`config.mk`:
```
export PLATFORM = sky130hd
export DESIGN_NAME = dpatc_top
export DESIGN_NICKNAME = d
export VERILOG_FILES = /design/src/dpatc_pkg.sv /design/src/dpatc_fifo.sv /design/src/dpatc_channel.sv /design/src/dpatc_top.sv
export SDC_FILE = /design/constraint.sdc
export NUM_CORES = 1
export LEC_CHECK = 0
export ABC_AREA = 0
export CORE_ASPECT_RATIO = 1.1
export CORE_MARGIN = 8
export CORE_UTILIZATION = 40
export CTS_CLUSTER_DIAMETER = 100
export DETAILED_ROUTE_END_ITERATION = 7
export DONT_BUFFER_PORTS = 1
export GPL_TIMING_DRIVEN = 0
export PLACE_DENSITY = 0.57
export SYNTH_ARGS = -nofsm -noshare
export SYNTH_HDL_FRONTEND = slang
export SYNTH_SLANG_ARGS = --single-unit
export TNS_END_PERCENT = 100
```
`constraint.sdc`:
```
create_clock -name SYS_CLK_IN -period 9.05 [get_ports SYS_CLK_IN]
set_clock_uncertainty 0.2 [all_clocks]
set_input_delay 0.905 -clock SYS_CLK_IN [delete_from_list [all_inputs] [get_ports SYS_CLK_IN]]
set_output_delay 0.905 -clock SYS_CLK_IN [all_outputs]
set_load 0.1 [all_outputs]
```
`src/dpatc_pkg.sv`:
```
// Purpose: shared constants for the dual peak converter transfer control
// Assumes: 40 MHz system clock
// Notes:   all times in ns, cycle counts derived here
package dpatc_pkg;
  localparam int          CLK_PERIOD_NS    = 25;
  localparam int          DATA_WIDTH       = 16;
  localparam int          FIFO_DEPTH       = 8;
  localparam int          CONV_MAX_NS      = 17000;
  localparam int          XFER_BUDGET_NS   = 30000;
  localparam int          CONV_MAX_CYCLES  = CONV_MAX_NS / CLK_PERIOD_NS;
  localparam int          XFER_MAX_CYCLES  = XFER_BUDGET_NS / CLK_PERIOD_NS;
  localparam int          START_PULSE_NS   = 100;
  localparam int          START_CYCLES     = (START_PULSE_NS + CLK_PERIOD_NS - 1) / CLK_PERIOD_NS;
  localparam int          REARM_PULSE_NS   = 100;
  localparam int          REARM_CYCLES     = (REARM_PULSE_NS + CLK_PERIOD_NS - 1) / CLK_PERIOD_NS;
  localparam int          REQ_PULSE_NS     = 100;
  localparam int          REQ_CYCLES       = (REQ_PULSE_NS + CLK_PERIOD_NS - 1) / CLK_PERIOD_NS;
  localparam int          REQ_GAP_NS       = 2000;
  localparam int          REQ_GAP_CYCLES   = (REQ_GAP_NS + CLK_PERIOD_NS - 1) / CLK_PERIOD_NS;
  localparam int          TIMER_WIDTH      = 12;
  localparam logic [15:0] NO_EVENT_CODE    = 16'hFFFF;
  localparam logic [1:0]  WORD_FLIGHT_TIME = 2'h0;
  localparam logic [1:0]  WORD_PULSE       = 2'h1;
  localparam logic [1:0]  WORD_EVENT       = 2'h2;
endpackage

```
`src/dpatc_fifo.sv`:
```
// Purpose: small synchronous FIFO with valid/ready on both sides
// Assumes: one clock, synchronous active-high reset
// Notes:   depth must be a power of two
`timescale 1ns/1ps
`default_nettype none
module dpatc_fifo #(
  parameter int WIDTH = 16,
  parameter int DEPTH = 8
) (
  input  wire logic             clk_in,
  input  wire logic             rst_in,
  // fill side
  input  wire logic [WIDTH-1:0] wr_data_in,
  input  wire logic             wr_valid_in,
  output logic                  wr_ready_out,
  // drain side
  output logic      [WIDTH-1:0] rd_data_out,
  output logic                  rd_valid_out,
  input  wire logic             rd_ready_in
);
  localparam int AW = $clog2(DEPTH);
  logic [WIDTH-1:0] mem [DEPTH];
  logic [AW:0]      wr_ptr;
  logic [AW:0]      rd_ptr;
  logic [AW:0]      next_wr_ptr;
  logic [AW:0]      next_rd_ptr;
  logic             do_wr;
  logic             do_rd;

  assign wr_ready_out = (wr_ptr - rd_ptr) != (AW+1)'(DEPTH);
  assign rd_valid_out = wr_ptr != rd_ptr;
  assign rd_data_out  = mem[rd_ptr[AW-1:0]];
  assign do_wr        = wr_valid_in && wr_ready_out;
  assign do_rd        = rd_valid_out && rd_ready_in;

  always_comb begin
    next_wr_ptr = wr_ptr;
    next_rd_ptr = rd_ptr;
    if (do_wr) begin
      next_wr_ptr = wr_ptr + 1'b1;
    end
    if (do_rd) begin
      next_rd_ptr = rd_ptr + 1'b1;
    end
  end

  always_ff @(posedge clk_in) begin
    if (rst_in) begin
      wr_ptr <= '0;
      rd_ptr <= '0;
    end else begin
      wr_ptr <= next_wr_ptr;
      rd_ptr <= next_rd_ptr;
    end
  end

  // storage has no reset, contents only matter behind valid
  always_ff @(posedge clk_in) begin
    if (do_wr) begin
      mem[wr_ptr[AW-1:0]] <= wr_data_in;
    end
  end
endmodule
`default_nettype wire

```
`src/dpatc_channel.sv`:
```
// Purpose: sequencer for one peak-capture channel and its converter
// Assumes: pin inputs already pass two flip-flops in the top module
// Notes:   one instance per channel, channels run independently
`timescale 1ns/1ps
`default_nettype none
module dpatc_channel (
  input  wire logic        clk_in,
  input  wire logic        rst_in,
  // synchronised pins
  input  wire logic        peak_captured_n_in,
  input  wire logic        busy_n_in,
  input  wire logic [15:0] conv_data_in,
  // converter and detector controls
  output logic             start_out,
  output logic             rearm_out,
  // result
  output logic [15:0]      result_out,
  output logic             done_out,
  output logic             timeout_out,
  input  wire logic        consume_in
);
  typedef enum logic [4:0] {
    CH_IDLE  = 5'b00001,
    CH_START = 5'b00010,
    CH_CONV  = 5'b00100,
    CH_REARM = 5'b01000,
    CH_HOLD  = 5'b10000
  } dpatc_ch_state_type;

  dpatc_ch_state_type state;
  dpatc_ch_state_type next_state;
  logic [dpatc_pkg::TIMER_WIDTH-1:0] timer;
  logic [dpatc_pkg::TIMER_WIDTH-1:0] next_timer;
  logic        busy_n_d;
  logic [15:0] next_result;
  logic        next_timeout;
  logic        next_start;
  logic        next_rearm;
  logic        busy_rise;

  assign busy_rise = busy_n_in && !busy_n_d;

  always_comb begin
    next_state   = state;
    next_timer   = timer;
    next_result  = result_out;
    next_timeout = timeout_out;
    next_start   = 1'b0;
    next_rearm   = 1'b0;
    case (state)
      CH_IDLE: begin
        // start on capture
        if (!peak_captured_n_in) begin
          next_state = CH_START;
          next_timer = '0;
          next_start = 1'b1;
        end
      end
      CH_START: begin
        next_timer = timer + 1'b1;
        next_start = 1'b1;
        if (timer == dpatc_pkg::TIMER_WIDTH'(dpatc_pkg::START_CYCLES - 1)) begin
          next_start = 1'b0;
          next_state = CH_CONV;
          next_timer = '0;
        end
      end
      CH_CONV: begin
        next_timer = timer + 1'b1;
        // rearm on status rise
        if (busy_rise) begin
          next_result  = conv_data_in;
          next_timeout = 1'b0;
          next_rearm   = 1'b1;
          next_timer   = '0;
          next_state   = CH_REARM;
        // conversion time bound
        end else if (timer == dpatc_pkg::TIMER_WIDTH'(dpatc_pkg::CONV_MAX_CYCLES)) begin
          next_result  = conv_data_in;
          next_timeout = 1'b1;
          next_rearm   = 1'b1;
          next_timer   = '0;
          next_state   = CH_REARM;
        end
      end
      CH_REARM: begin
        next_timer = timer + 1'b1;
        next_rearm = 1'b1;
        if (timer == dpatc_pkg::TIMER_WIDTH'(dpatc_pkg::REARM_CYCLES - 1)) begin
          next_rearm = 1'b0;
          next_state = CH_HOLD;
        end
      end
      CH_HOLD: begin
        // hold until consumed
        if (consume_in) begin
          next_state = CH_IDLE;
        end
      end
      default: begin
        next_state = CH_IDLE;
      end
    endcase
  end

  always_ff @(posedge clk_in) begin
    if (rst_in) begin
      state       <= CH_IDLE;
      timer       <= '0;
      busy_n_d    <= 1'b1;
      result_out  <= 16'h0000;
      timeout_out <= 1'b0;
      start_out   <= 1'b0;
      rearm_out   <= 1'b0;
      done_out    <= 1'b0;
    end else begin
      state       <= next_state;
      timer       <= next_timer;
      busy_n_d    <= busy_n_in;
      result_out  <= next_result;
      timeout_out <= next_timeout;
      start_out   <= next_start;
      rearm_out   <= next_rearm;
      done_out    <= (next_state == CH_HOLD);
    end
  end
endmodule
`default_nettype wire

```
`src/dpatc_top.sv`:
```
// Purpose: two-channel peak converter control and host word transfer
// Assumes: 40 MHz SYS_CLK_IN, synchronous active-high RST_IN
// Notes:   store strobe and all converter pins are asynchronous
// How it works
// A low peak-captured level on a channel makes that channel's converter receive a start pulse.
// The rising edge of a converter's active-low status re-arms that channel's peak detector.
// Results move to the host only after the test circuit strobes a store.
// The test circuit's 16-bit event code, all ones for no event, is sent along with the results.
// Each word sent to the host begins with one request pulse.
// The three words of one store are sent within about 30 microseconds.
// Each channel yields a 16-bit result and a conversion is given at most 17 microseconds.
// Channels run independently, a store waits for both, and words go flight time, pulse height, event code.
`timescale 1ns/1ps
`default_nettype none
module dpatc_top (
  // clock and reset
  input  wire logic        SYS_CLK_IN,
  input  wire logic        RST_IN,
  // channel a, flight time
  input  wire logic        PEAK_CAPTURED_A_N_IN,
  input  wire logic        CONV_BUSY_A_N_IN,
  input  wire logic [15:0] CONV_DATA_A_IN,
  output logic             CONV_START_A_OUT,
  output logic             PEAK_REARM_A_OUT,
  // channel b, pulse height
  input  wire logic        PEAK_CAPTURED_B_N_IN,
  input  wire logic        CONV_BUSY_B_N_IN,
  input  wire logic [15:0] CONV_DATA_B_IN,
  output logic             CONV_START_B_OUT,
  output logic             PEAK_REARM_B_OUT,
  // user test circuit
  input  wire logic        STORE_IN,
  input  wire logic [15:0] EVENT_CODE_IN,
  // host dma board
  output logic [15:0]      HOST_DATA_OUT,
  output logic             HOST_REQ_OUT,
  output logic             CONV_TIMEOUT_OUT,
  output logic             XFER_OVERRUN_OUT
);
  typedef enum logic [3:0] {
    XF_IDLE = 4'b0001,
    XF_LOAD = 4'b0010,
    XF_REQ  = 4'b0100,
    XF_GAP  = 4'b1000
  } dpatc_xf_state_type;

  // two-flop synchronisers, first stage read only by second
  logic [3:0]  sync1;
  logic [3:0]  sync2;
  logic [15:0] data_a_s1;
  logic [15:0] data_a_s2;
  logic [15:0] data_b_s1;
  logic [15:0] data_b_s2;
  logic [15:0] code_s1;
  logic [15:0] code_s2;
  logic        store_d;
  logic        store_rise;
  logic        store_pend;
  logic        next_store_pend;

  logic [15:0] result_a;
  logic [15:0] result_b;
  logic        done_a;
  logic        done_b;
  logic        tmo_a;
  logic        tmo_b;
  logic        consume;
  logic        start_a;
  logic        start_b;
  logic        rearm_a;
  logic        rearm_b;

  logic [1:0]  load_idx;
  logic [1:0]  next_load_idx;
  logic        loading;
  logic        next_loading;
  logic [15:0] code_latched;
  logic [15:0] next_code_latched;
  logic [15:0] fifo_wr_data;
  logic        fifo_wr_valid;
  logic        fifo_wr_ready;
  logic [15:0] fifo_rd_data;
  logic        fifo_rd_valid;
  logic        fifo_rd_ready;

  dpatc_xf_state_type xf_state;
  dpatc_xf_state_type next_xf_state;
  logic [dpatc_pkg::TIMER_WIDTH-1:0] xf_timer;
  logic [dpatc_pkg::TIMER_WIDTH-1:0] next_xf_timer;
  logic [dpatc_pkg::TIMER_WIDTH-1:0] budget;
  logic [dpatc_pkg::TIMER_WIDTH-1:0] next_budget;
  logic        budget_run;
  logic        next_budget_run;
  logic        overrun;
  logic        next_overrun;
  logic [15:0] next_host_data;
  logic        next_host_req;

  function automatic logic [15:0] pick_word(input logic [1:0] idx, input logic [15:0] a,
                                            input logic [15:0] b, input logic [15:0] c);
    case (idx)
      dpatc_pkg::WORD_FLIGHT_TIME: pick_word = a;
      dpatc_pkg::WORD_PULSE:       pick_word = b;
      default:                     pick_word = c;
    endcase
  endfunction

  always_ff @(posedge SYS_CLK_IN) begin
    if (RST_IN) begin
      sync1     <= 4'hF;
      sync2     <= 4'hF;
      data_a_s1 <= 16'h0000;
      data_a_s2 <= 16'h0000;
      data_b_s1 <= 16'h0000;
      data_b_s2 <= 16'h0000;
      code_s1   <= dpatc_pkg::NO_EVENT_CODE;
      code_s2   <= dpatc_pkg::NO_EVENT_CODE;
      store_d   <= 1'b0;
    end else begin
      sync1     <= {PEAK_CAPTURED_A_N_IN, CONV_BUSY_A_N_IN, PEAK_CAPTURED_B_N_IN, CONV_BUSY_B_N_IN};
      sync2     <= sync1;
      data_a_s1 <= CONV_DATA_A_IN;
      data_a_s2 <= data_a_s1;
      data_b_s1 <= CONV_DATA_B_IN;
      data_b_s2 <= data_b_s1;
      code_s1   <= EVENT_CODE_IN;
      code_s2   <= code_s1;
      store_d   <= STORE_IN;
    end
  end

  // store is a level into one sync stage pair via its own flops
  logic store_s1;
  logic store_s2;
  always_ff @(posedge SYS_CLK_IN) begin
    if (RST_IN) begin
      store_s1 <= 1'b0;
      store_s2 <= 1'b0;
    end else begin
      store_s1 <= store_d;
      store_s2 <= store_s1;
    end
  end
  assign store_rise = store_s1 && !store_s2;

  // independent channels
  dpatc_channel u_chan_a (
    .clk_in             (SYS_CLK_IN),
    .rst_in             (RST_IN),
    .peak_captured_n_in (sync2[3]),
    .busy_n_in          (sync2[2]),
    .conv_data_in       (data_a_s2),
    .start_out          (start_a),
    .rearm_out          (rearm_a),
    .result_out         (result_a),
    .done_out           (done_a),
    .timeout_out        (tmo_a),
    .consume_in         (consume)
  );

  dpatc_channel u_chan_b (
    .clk_in             (SYS_CLK_IN),
    .rst_in             (RST_IN),
    .peak_captured_n_in (sync2[1]),
    .busy_n_in          (sync2[0]),
    .conv_data_in       (data_b_s2),
    .start_out          (start_b),
    .rearm_out          (rearm_b),
    .result_out         (result_b),
    .done_out           (done_b),
    .timeout_out        (tmo_b),
    .consume_in         (consume)
  );

  // load side: three words into the fifo per served store
  always_comb begin
    next_store_pend   = store_pend;
    next_loading      = loading;
    next_load_idx     = load_idx;
    next_code_latched = code_latched;
    consume           = 1'b0;
    // store gates transfer, set wins over the serve
    if (store_rise) begin
      next_store_pend   = 1'b1;
      // event code captured with store
      next_code_latched = code_s2;
    end
    // wait for both results
    if (!loading && store_pend && done_a && done_b) begin
      next_loading  = 1'b1;
      next_load_idx = dpatc_pkg::WORD_FLIGHT_TIME;
      if (!store_rise) begin
        next_store_pend = 1'b0;
      end
    end
    if (loading && fifo_wr_ready) begin
      if (load_idx == dpatc_pkg::WORD_EVENT) begin
        next_loading = 1'b0;
        consume      = 1'b1;
      end else begin
        next_load_idx = load_idx + 2'h1;
      end
    end
  end
  assign fifo_wr_valid = loading;
  // word order
  assign fifo_wr_data  = pick_word(load_idx, result_a, result_b, code_latched);

  dpatc_fifo #(
    .WIDTH (dpatc_pkg::DATA_WIDTH),
    .DEPTH (dpatc_pkg::FIFO_DEPTH)
  ) u_fifo (
    .clk_in       (SYS_CLK_IN),
    .rst_in       (RST_IN),
    .wr_data_in   (fifo_wr_data),
    .wr_valid_in  (fifo_wr_valid),
    .wr_ready_out (fifo_wr_ready),
    .rd_data_out  (fifo_rd_data),
    .rd_valid_out (fifo_rd_valid),
    .rd_ready_in  (fifo_rd_ready)
  );

  // drain side: one request pulse per word, paced by the gap
  assign fifo_rd_ready = (xf_state == XF_IDLE);

  always_comb begin
    next_xf_state   = xf_state;
    next_xf_timer   = xf_timer;
    next_host_data  = HOST_DATA_OUT;
    next_host_req   = 1'b0;
    next_budget     = budget;
    next_budget_run = budget_run;
    next_overrun    = overrun;
    // budget from first word of a store
    if (loading && load_idx == dpatc_pkg::WORD_FLIGHT_TIME && fifo_wr_ready) begin
      next_budget_run = 1'b1;
      next_budget     = '0;
    end else if (budget_run) begin
      next_budget = budget + 1'b1;
      if (budget == dpatc_pkg::TIMER_WIDTH'(dpatc_pkg::XFER_MAX_CYCLES)) begin
        next_overrun    = 1'b1;
        next_budget_run = 1'b0;
      end
    end
    case (xf_state)
      XF_IDLE: begin
        if (fifo_rd_valid) begin
          next_host_data = fifo_rd_data;
          next_xf_state  = XF_LOAD;
        end
      end
      XF_LOAD: begin
        // data settles one cycle before the request
        next_host_req = 1'b1;
        next_xf_timer = '0;
        next_xf_state = XF_REQ;
      end
      XF_REQ: begin
        // request pulse per word
        next_xf_timer = xf_timer + 1'b1;
        next_host_req = 1'b1;
        if (xf_timer == dpatc_pkg::TIMER_WIDTH'(dpatc_pkg::REQ_CYCLES - 1)) begin
          next_host_req = 1'b0;
          next_xf_timer = '0;
          next_xf_state = XF_GAP;
        end
      end
      XF_GAP: begin
        next_xf_timer = xf_timer + 1'b1;
        if (xf_timer == dpatc_pkg::TIMER_WIDTH'(dpatc_pkg::REQ_GAP_CYCLES - 1)) begin
          next_xf_state = XF_IDLE;
          if (!fifo_rd_valid && !loading) begin
            next_budget_run = 1'b0;
          end
        end
      end
      default: begin
        next_xf_state = XF_IDLE;
      end
    endcase
  end

  always_ff @(posedge SYS_CLK_IN) begin
    if (RST_IN) begin
      store_pend       <= 1'b0;
      loading          <= 1'b0;
      load_idx         <= dpatc_pkg::WORD_FLIGHT_TIME;
      code_latched     <= dpatc_pkg::NO_EVENT_CODE;
      xf_state         <= XF_IDLE;
      xf_timer         <= '0;
      budget           <= '0;
      budget_run       <= 1'b0;
      overrun          <= 1'b0;
      HOST_DATA_OUT    <= 16'h0000;
      HOST_REQ_OUT     <= 1'b0;
      CONV_START_A_OUT <= 1'b0;
      CONV_START_B_OUT <= 1'b0;
      PEAK_REARM_A_OUT <= 1'b0;
      PEAK_REARM_B_OUT <= 1'b0;
      CONV_TIMEOUT_OUT <= 1'b0;
      XFER_OVERRUN_OUT <= 1'b0;
    end else begin
      store_pend       <= next_store_pend;
      loading          <= next_loading;
      load_idx         <= next_load_idx;
      code_latched     <= next_code_latched;
      xf_state         <= next_xf_state;
      xf_timer         <= next_xf_timer;
      budget           <= next_budget;
      budget_run       <= next_budget_run;
      overrun          <= next_overrun;
      HOST_DATA_OUT    <= next_host_data;
      HOST_REQ_OUT     <= next_host_req;
      CONV_START_A_OUT <= start_a;
      CONV_START_B_OUT <= start_b;
      PEAK_REARM_A_OUT <= rearm_a;
      PEAK_REARM_B_OUT <= rearm_b;
      CONV_TIMEOUT_OUT <= tmo_a || tmo_b;
      XFER_OVERRUN_OUT <= next_overrun;
    end
  end
endmodule
`default_nettype wire

```
==> impl_results.md <==
* Worst flop-to-flop path startpoint: u_fifo.rd_ptr[2]
* CTS Root Cell: clkbuf_16
* EDFF count, synth at 128
* Crit-path cells: clkbuf_1, clkinv_1, clkbuf_1, ha_1, or4_1, o21ai_1, nor2_2, nand2_1, nor3b_2, buf_6
* Nets@finish at 1369
* Tcrit/Tclk final at 50.6%
* Syn Nets at 1316
* DRT iter0 DRCs at 448
* Critical path origin: u_fifo.rd_ptr[2]
* Worst slew pin tran at 1.19 ns
* Max FFs per register at 128
* Die area at 43200 sq um
* Die H at 217 microns
* Synth-to-layout area growth at 15.2%
* GR Util All Layers at 15.4%
* Flops & latches, synth at 391
* Area of the core at 36300 sq um
* Fraction of layout cells with a size suffix above 1 at 13.6%
* Max incr delay on CP at 0.76 ns
* Post CTS Setup Buffer Count at 0
* Routed WL per cell at 18.0 microns
* Leak at 5.81 nW
* Vias in the first global route at 9391
* RR Endpoint: u_fifo.mem[6][11]
* Worst Path Arrival at 4.64 ns
* Worst Path Class, Setup: flop to flop
* First-pass GRT wire length at 52500 microns
* Main synth FF type: dfxtp_1
* IO Count at 78
* Final WL at 32800 microns
* Max Slew Vio Count at 0
* Dpl hpwl at 22900 microns
* Top Family by Delay on Critical Path: buffers and inverters
* Worst Hold End: code_s2[1]
* Hold WC Path Type: flop to flop
* Post-DP Area at 15500 sq um
* Outcome: completed
* Largest net degree at the start of global routing at 15
* Layout Utilization at 46.8%
* Critical path buffer and inverter count at 4
* 1st-pass router iterations at 4
* Asr flop ratio synth at 0%
* Seq/Total Area, Yosys at 61.8%
* Bufs on Longest Clock Path at 3
* Synth unique cells at 67
* Slowest cell on crit path: nor3b_2
* Reg2reg setup slack at 4.48 ns
* Syn Area/Cell at 11.8 sq um
* Max-Cap Viols at 0
* Crit path max fanout at 10
* DRC at 0
* Relative slew slack at 19.7%
* CP dominant cell by count: clkbuf_1
* Vias per cell at 5.08
* CP Data Required Time at 9.11 ns
* Hold path startpoint: code_s1[1]
* Fmax at 219 MHz
* Cell count of the worst reg-to-reg path at 10
* Resize count post-CTS at 0
* # hold bufs at CTS at 0
* Grt total ovfl at 0
* Worst vdd rail ir drop at 0.207 mV
* Busiest grt layer: met2
* Post-route cell area at 17000 sq um
* Met1 Usage GRT at 20.1%
* Via count at 9265
* Initial antenna violation count at 3
* Met2 usage at 25.6%
* Setup violators final at 0
* Nature of the critical path endpoint: flop
* Port buffer count at 0
* Synthesis Warnings at 0
* # rows at 73
* Skew-Pair Late Insertion Delay at 0.56 ns
* Clk slew on worst S/H paths at 0.06 ns
* Final GP Congestion at 0.795
* RSZ-0062 raised after global routing: false
* Final min period at 4.57 ns
* Fin. Hold Viols at 0
* H-tree depth at 2
* Pwr per Cell Area at 231 nW/um^2
* Initial Util at 40.6%
* CTS Buf Count at 42
* Hold Crit Depth at 1
* CTS Sinks at 391
* Grt met3 use at 3.19%
* Mapped Area at 14700 sq um
* Mapped Cells at 1249
* Total power at 3.92 mW
* Setup TNS Final at 0 ns
* ANT nets after route at 0
* Crit start category: flop
* Die Span X at 199 microns
* CTS tree: yes
## cell type report
| type | instances | area (sq um) |
|---|---|---|
| multi-input combinational | 764 | 5300 |
| sequential | 391 | 9110 |
| clock buffer | 58 | 1170 |
| buffer | 71 | 287 |
| timing repair buffer | 9 | 101 |
| tap | 487 | 609 |
| antenna | 2 | 5.00 |
| inverter | 23 | 86.3 |
| fill | 3378 | 19300 |
| clock inverter | 19 | 304 |
## placed cells by master, fill, tap and decap left out, types with 16 or more instances in the layout
cell type / instances
a211o_1: 16
a311oi_1: 18
clkbuf_1: 67
a21oi_1: 33
edfxtp_1: 128
nor2_1: 116
nor2b_1: 91
or2_2: 42
xor2_1: 23
dfxtp_1: 263
o21ai_0: 33
inv_1: 22
mux4_2: 32
mux2i_1: 51
clkbuf_16: 42
nand2_1: 89
nand3_1: 38
## worst max path at each step
stage | end | slack, ns | cells after the start
4_1_cts | u_fifo.mem[6][4] | 4.39 | 10
3_3_place_gp | u_fifo.mem[7][6] | 2.29 | 7
6_report | u_fifo.mem[6][11] | 4.48 | 10
2_1_floorplan | u_fifo.mem[7][0] | 4.66 | 8
3_5_place_dp | u_fifo.mem[6][6] | 4.41 | 10
5_1_grt | u_fifo.mem[6][4] | 4.09 | 10
## where the power goes
part	internal [mW]	switching (mW)	total [mW]	leakage, nW
sequential	1.84	0.112	1.95	3.33
combinational	0.0768	0.0969	0.174	1.76
clock	1.09	0.705	1.79	0.717
## synth_stat cells (10+ instances only)
cell | n | area (sq um)
and3_1 | 14 | 87.6
dfxtp_1 | 263 | 5270
a311oi_1 | 18 | 158
inv_1 | 22 | 82.6
xor2_1 | 23 | 201
nor4_1 | 10 | 62.6
or2_2 | 42 | 263
nor2b_1 | 91 | 569
nand2_1 | 89 | 334
mux2i_1 | 51 | 510
nor2_1 | 117 | 439
nor3_1 | 12 | 60.1
a21oi_1 | 33 | 165
xnor2_1 | 11 | 96.3
clkbuf_1 | 57 | 214
ha_1 | 12 | 150
nand4_1 | 14 | 87.6
buf_2 | 10 | 50.1
a31oi_1 | 14 | 87.6
o21ai_0 | 33 | 165
a211o_1 | 16 | 140
edfxtp_1 | 128 | 3840
mux4_2 | 32 | 721
nand3b_1 | 10 | 75.1
nand3_1 | 38 | 190
## worst register-to-register path, stage by stage, from the launching register on
cell and delay, ns:
dfxtp_1 0.31, clkbuf_1 0.48, clkinv_1 0.50, clkbuf_1 0.42
ha_1 0.45, or4_1 0.13, o21ai_1 0.17, nor2_2 0.41
nand2_1 0.20, nor3b_2 0.76, buf_6 0.27
## kinds of logic after synthesis
family | Yosys count | synth area share (%)
fa+ha+maj | 12 | 1.02
xor+xnor | 34 | 2.02
compound gates | 150 | 6.96
buf+inv | 94 | 2.53
simple gates | 485 | 17.3
flops | 391 | 61.8
mux | 83 | 8.36
## metal layers
| metal | routed length, microns | part of all wire [%] | vias up |
|---|---|---|---|
| met5 | 13 | 0.040 | - |
| met4 | 659 | 2.0 | 2 |
| met3 | 1640 | 5.0 | 52 |
| met2 | 15500 | 47 | 180 |
| met1 | 15000 | 46 | 4477 |
| li1 | - | - | 4554 |
## metrics by stage
stage	std cells	setup slack (ns)	hold slack (ns)
after floorplan	1249	4.66	0.189
after global placement	1736	2.29	0.194
after detailed placement	1745	4.41	0.194
after CTS	1822	4.39	0.207
after global routing	1823	4.09	0.221
final	1824	4.48	0.207
(Power assumes the default switching activity.)
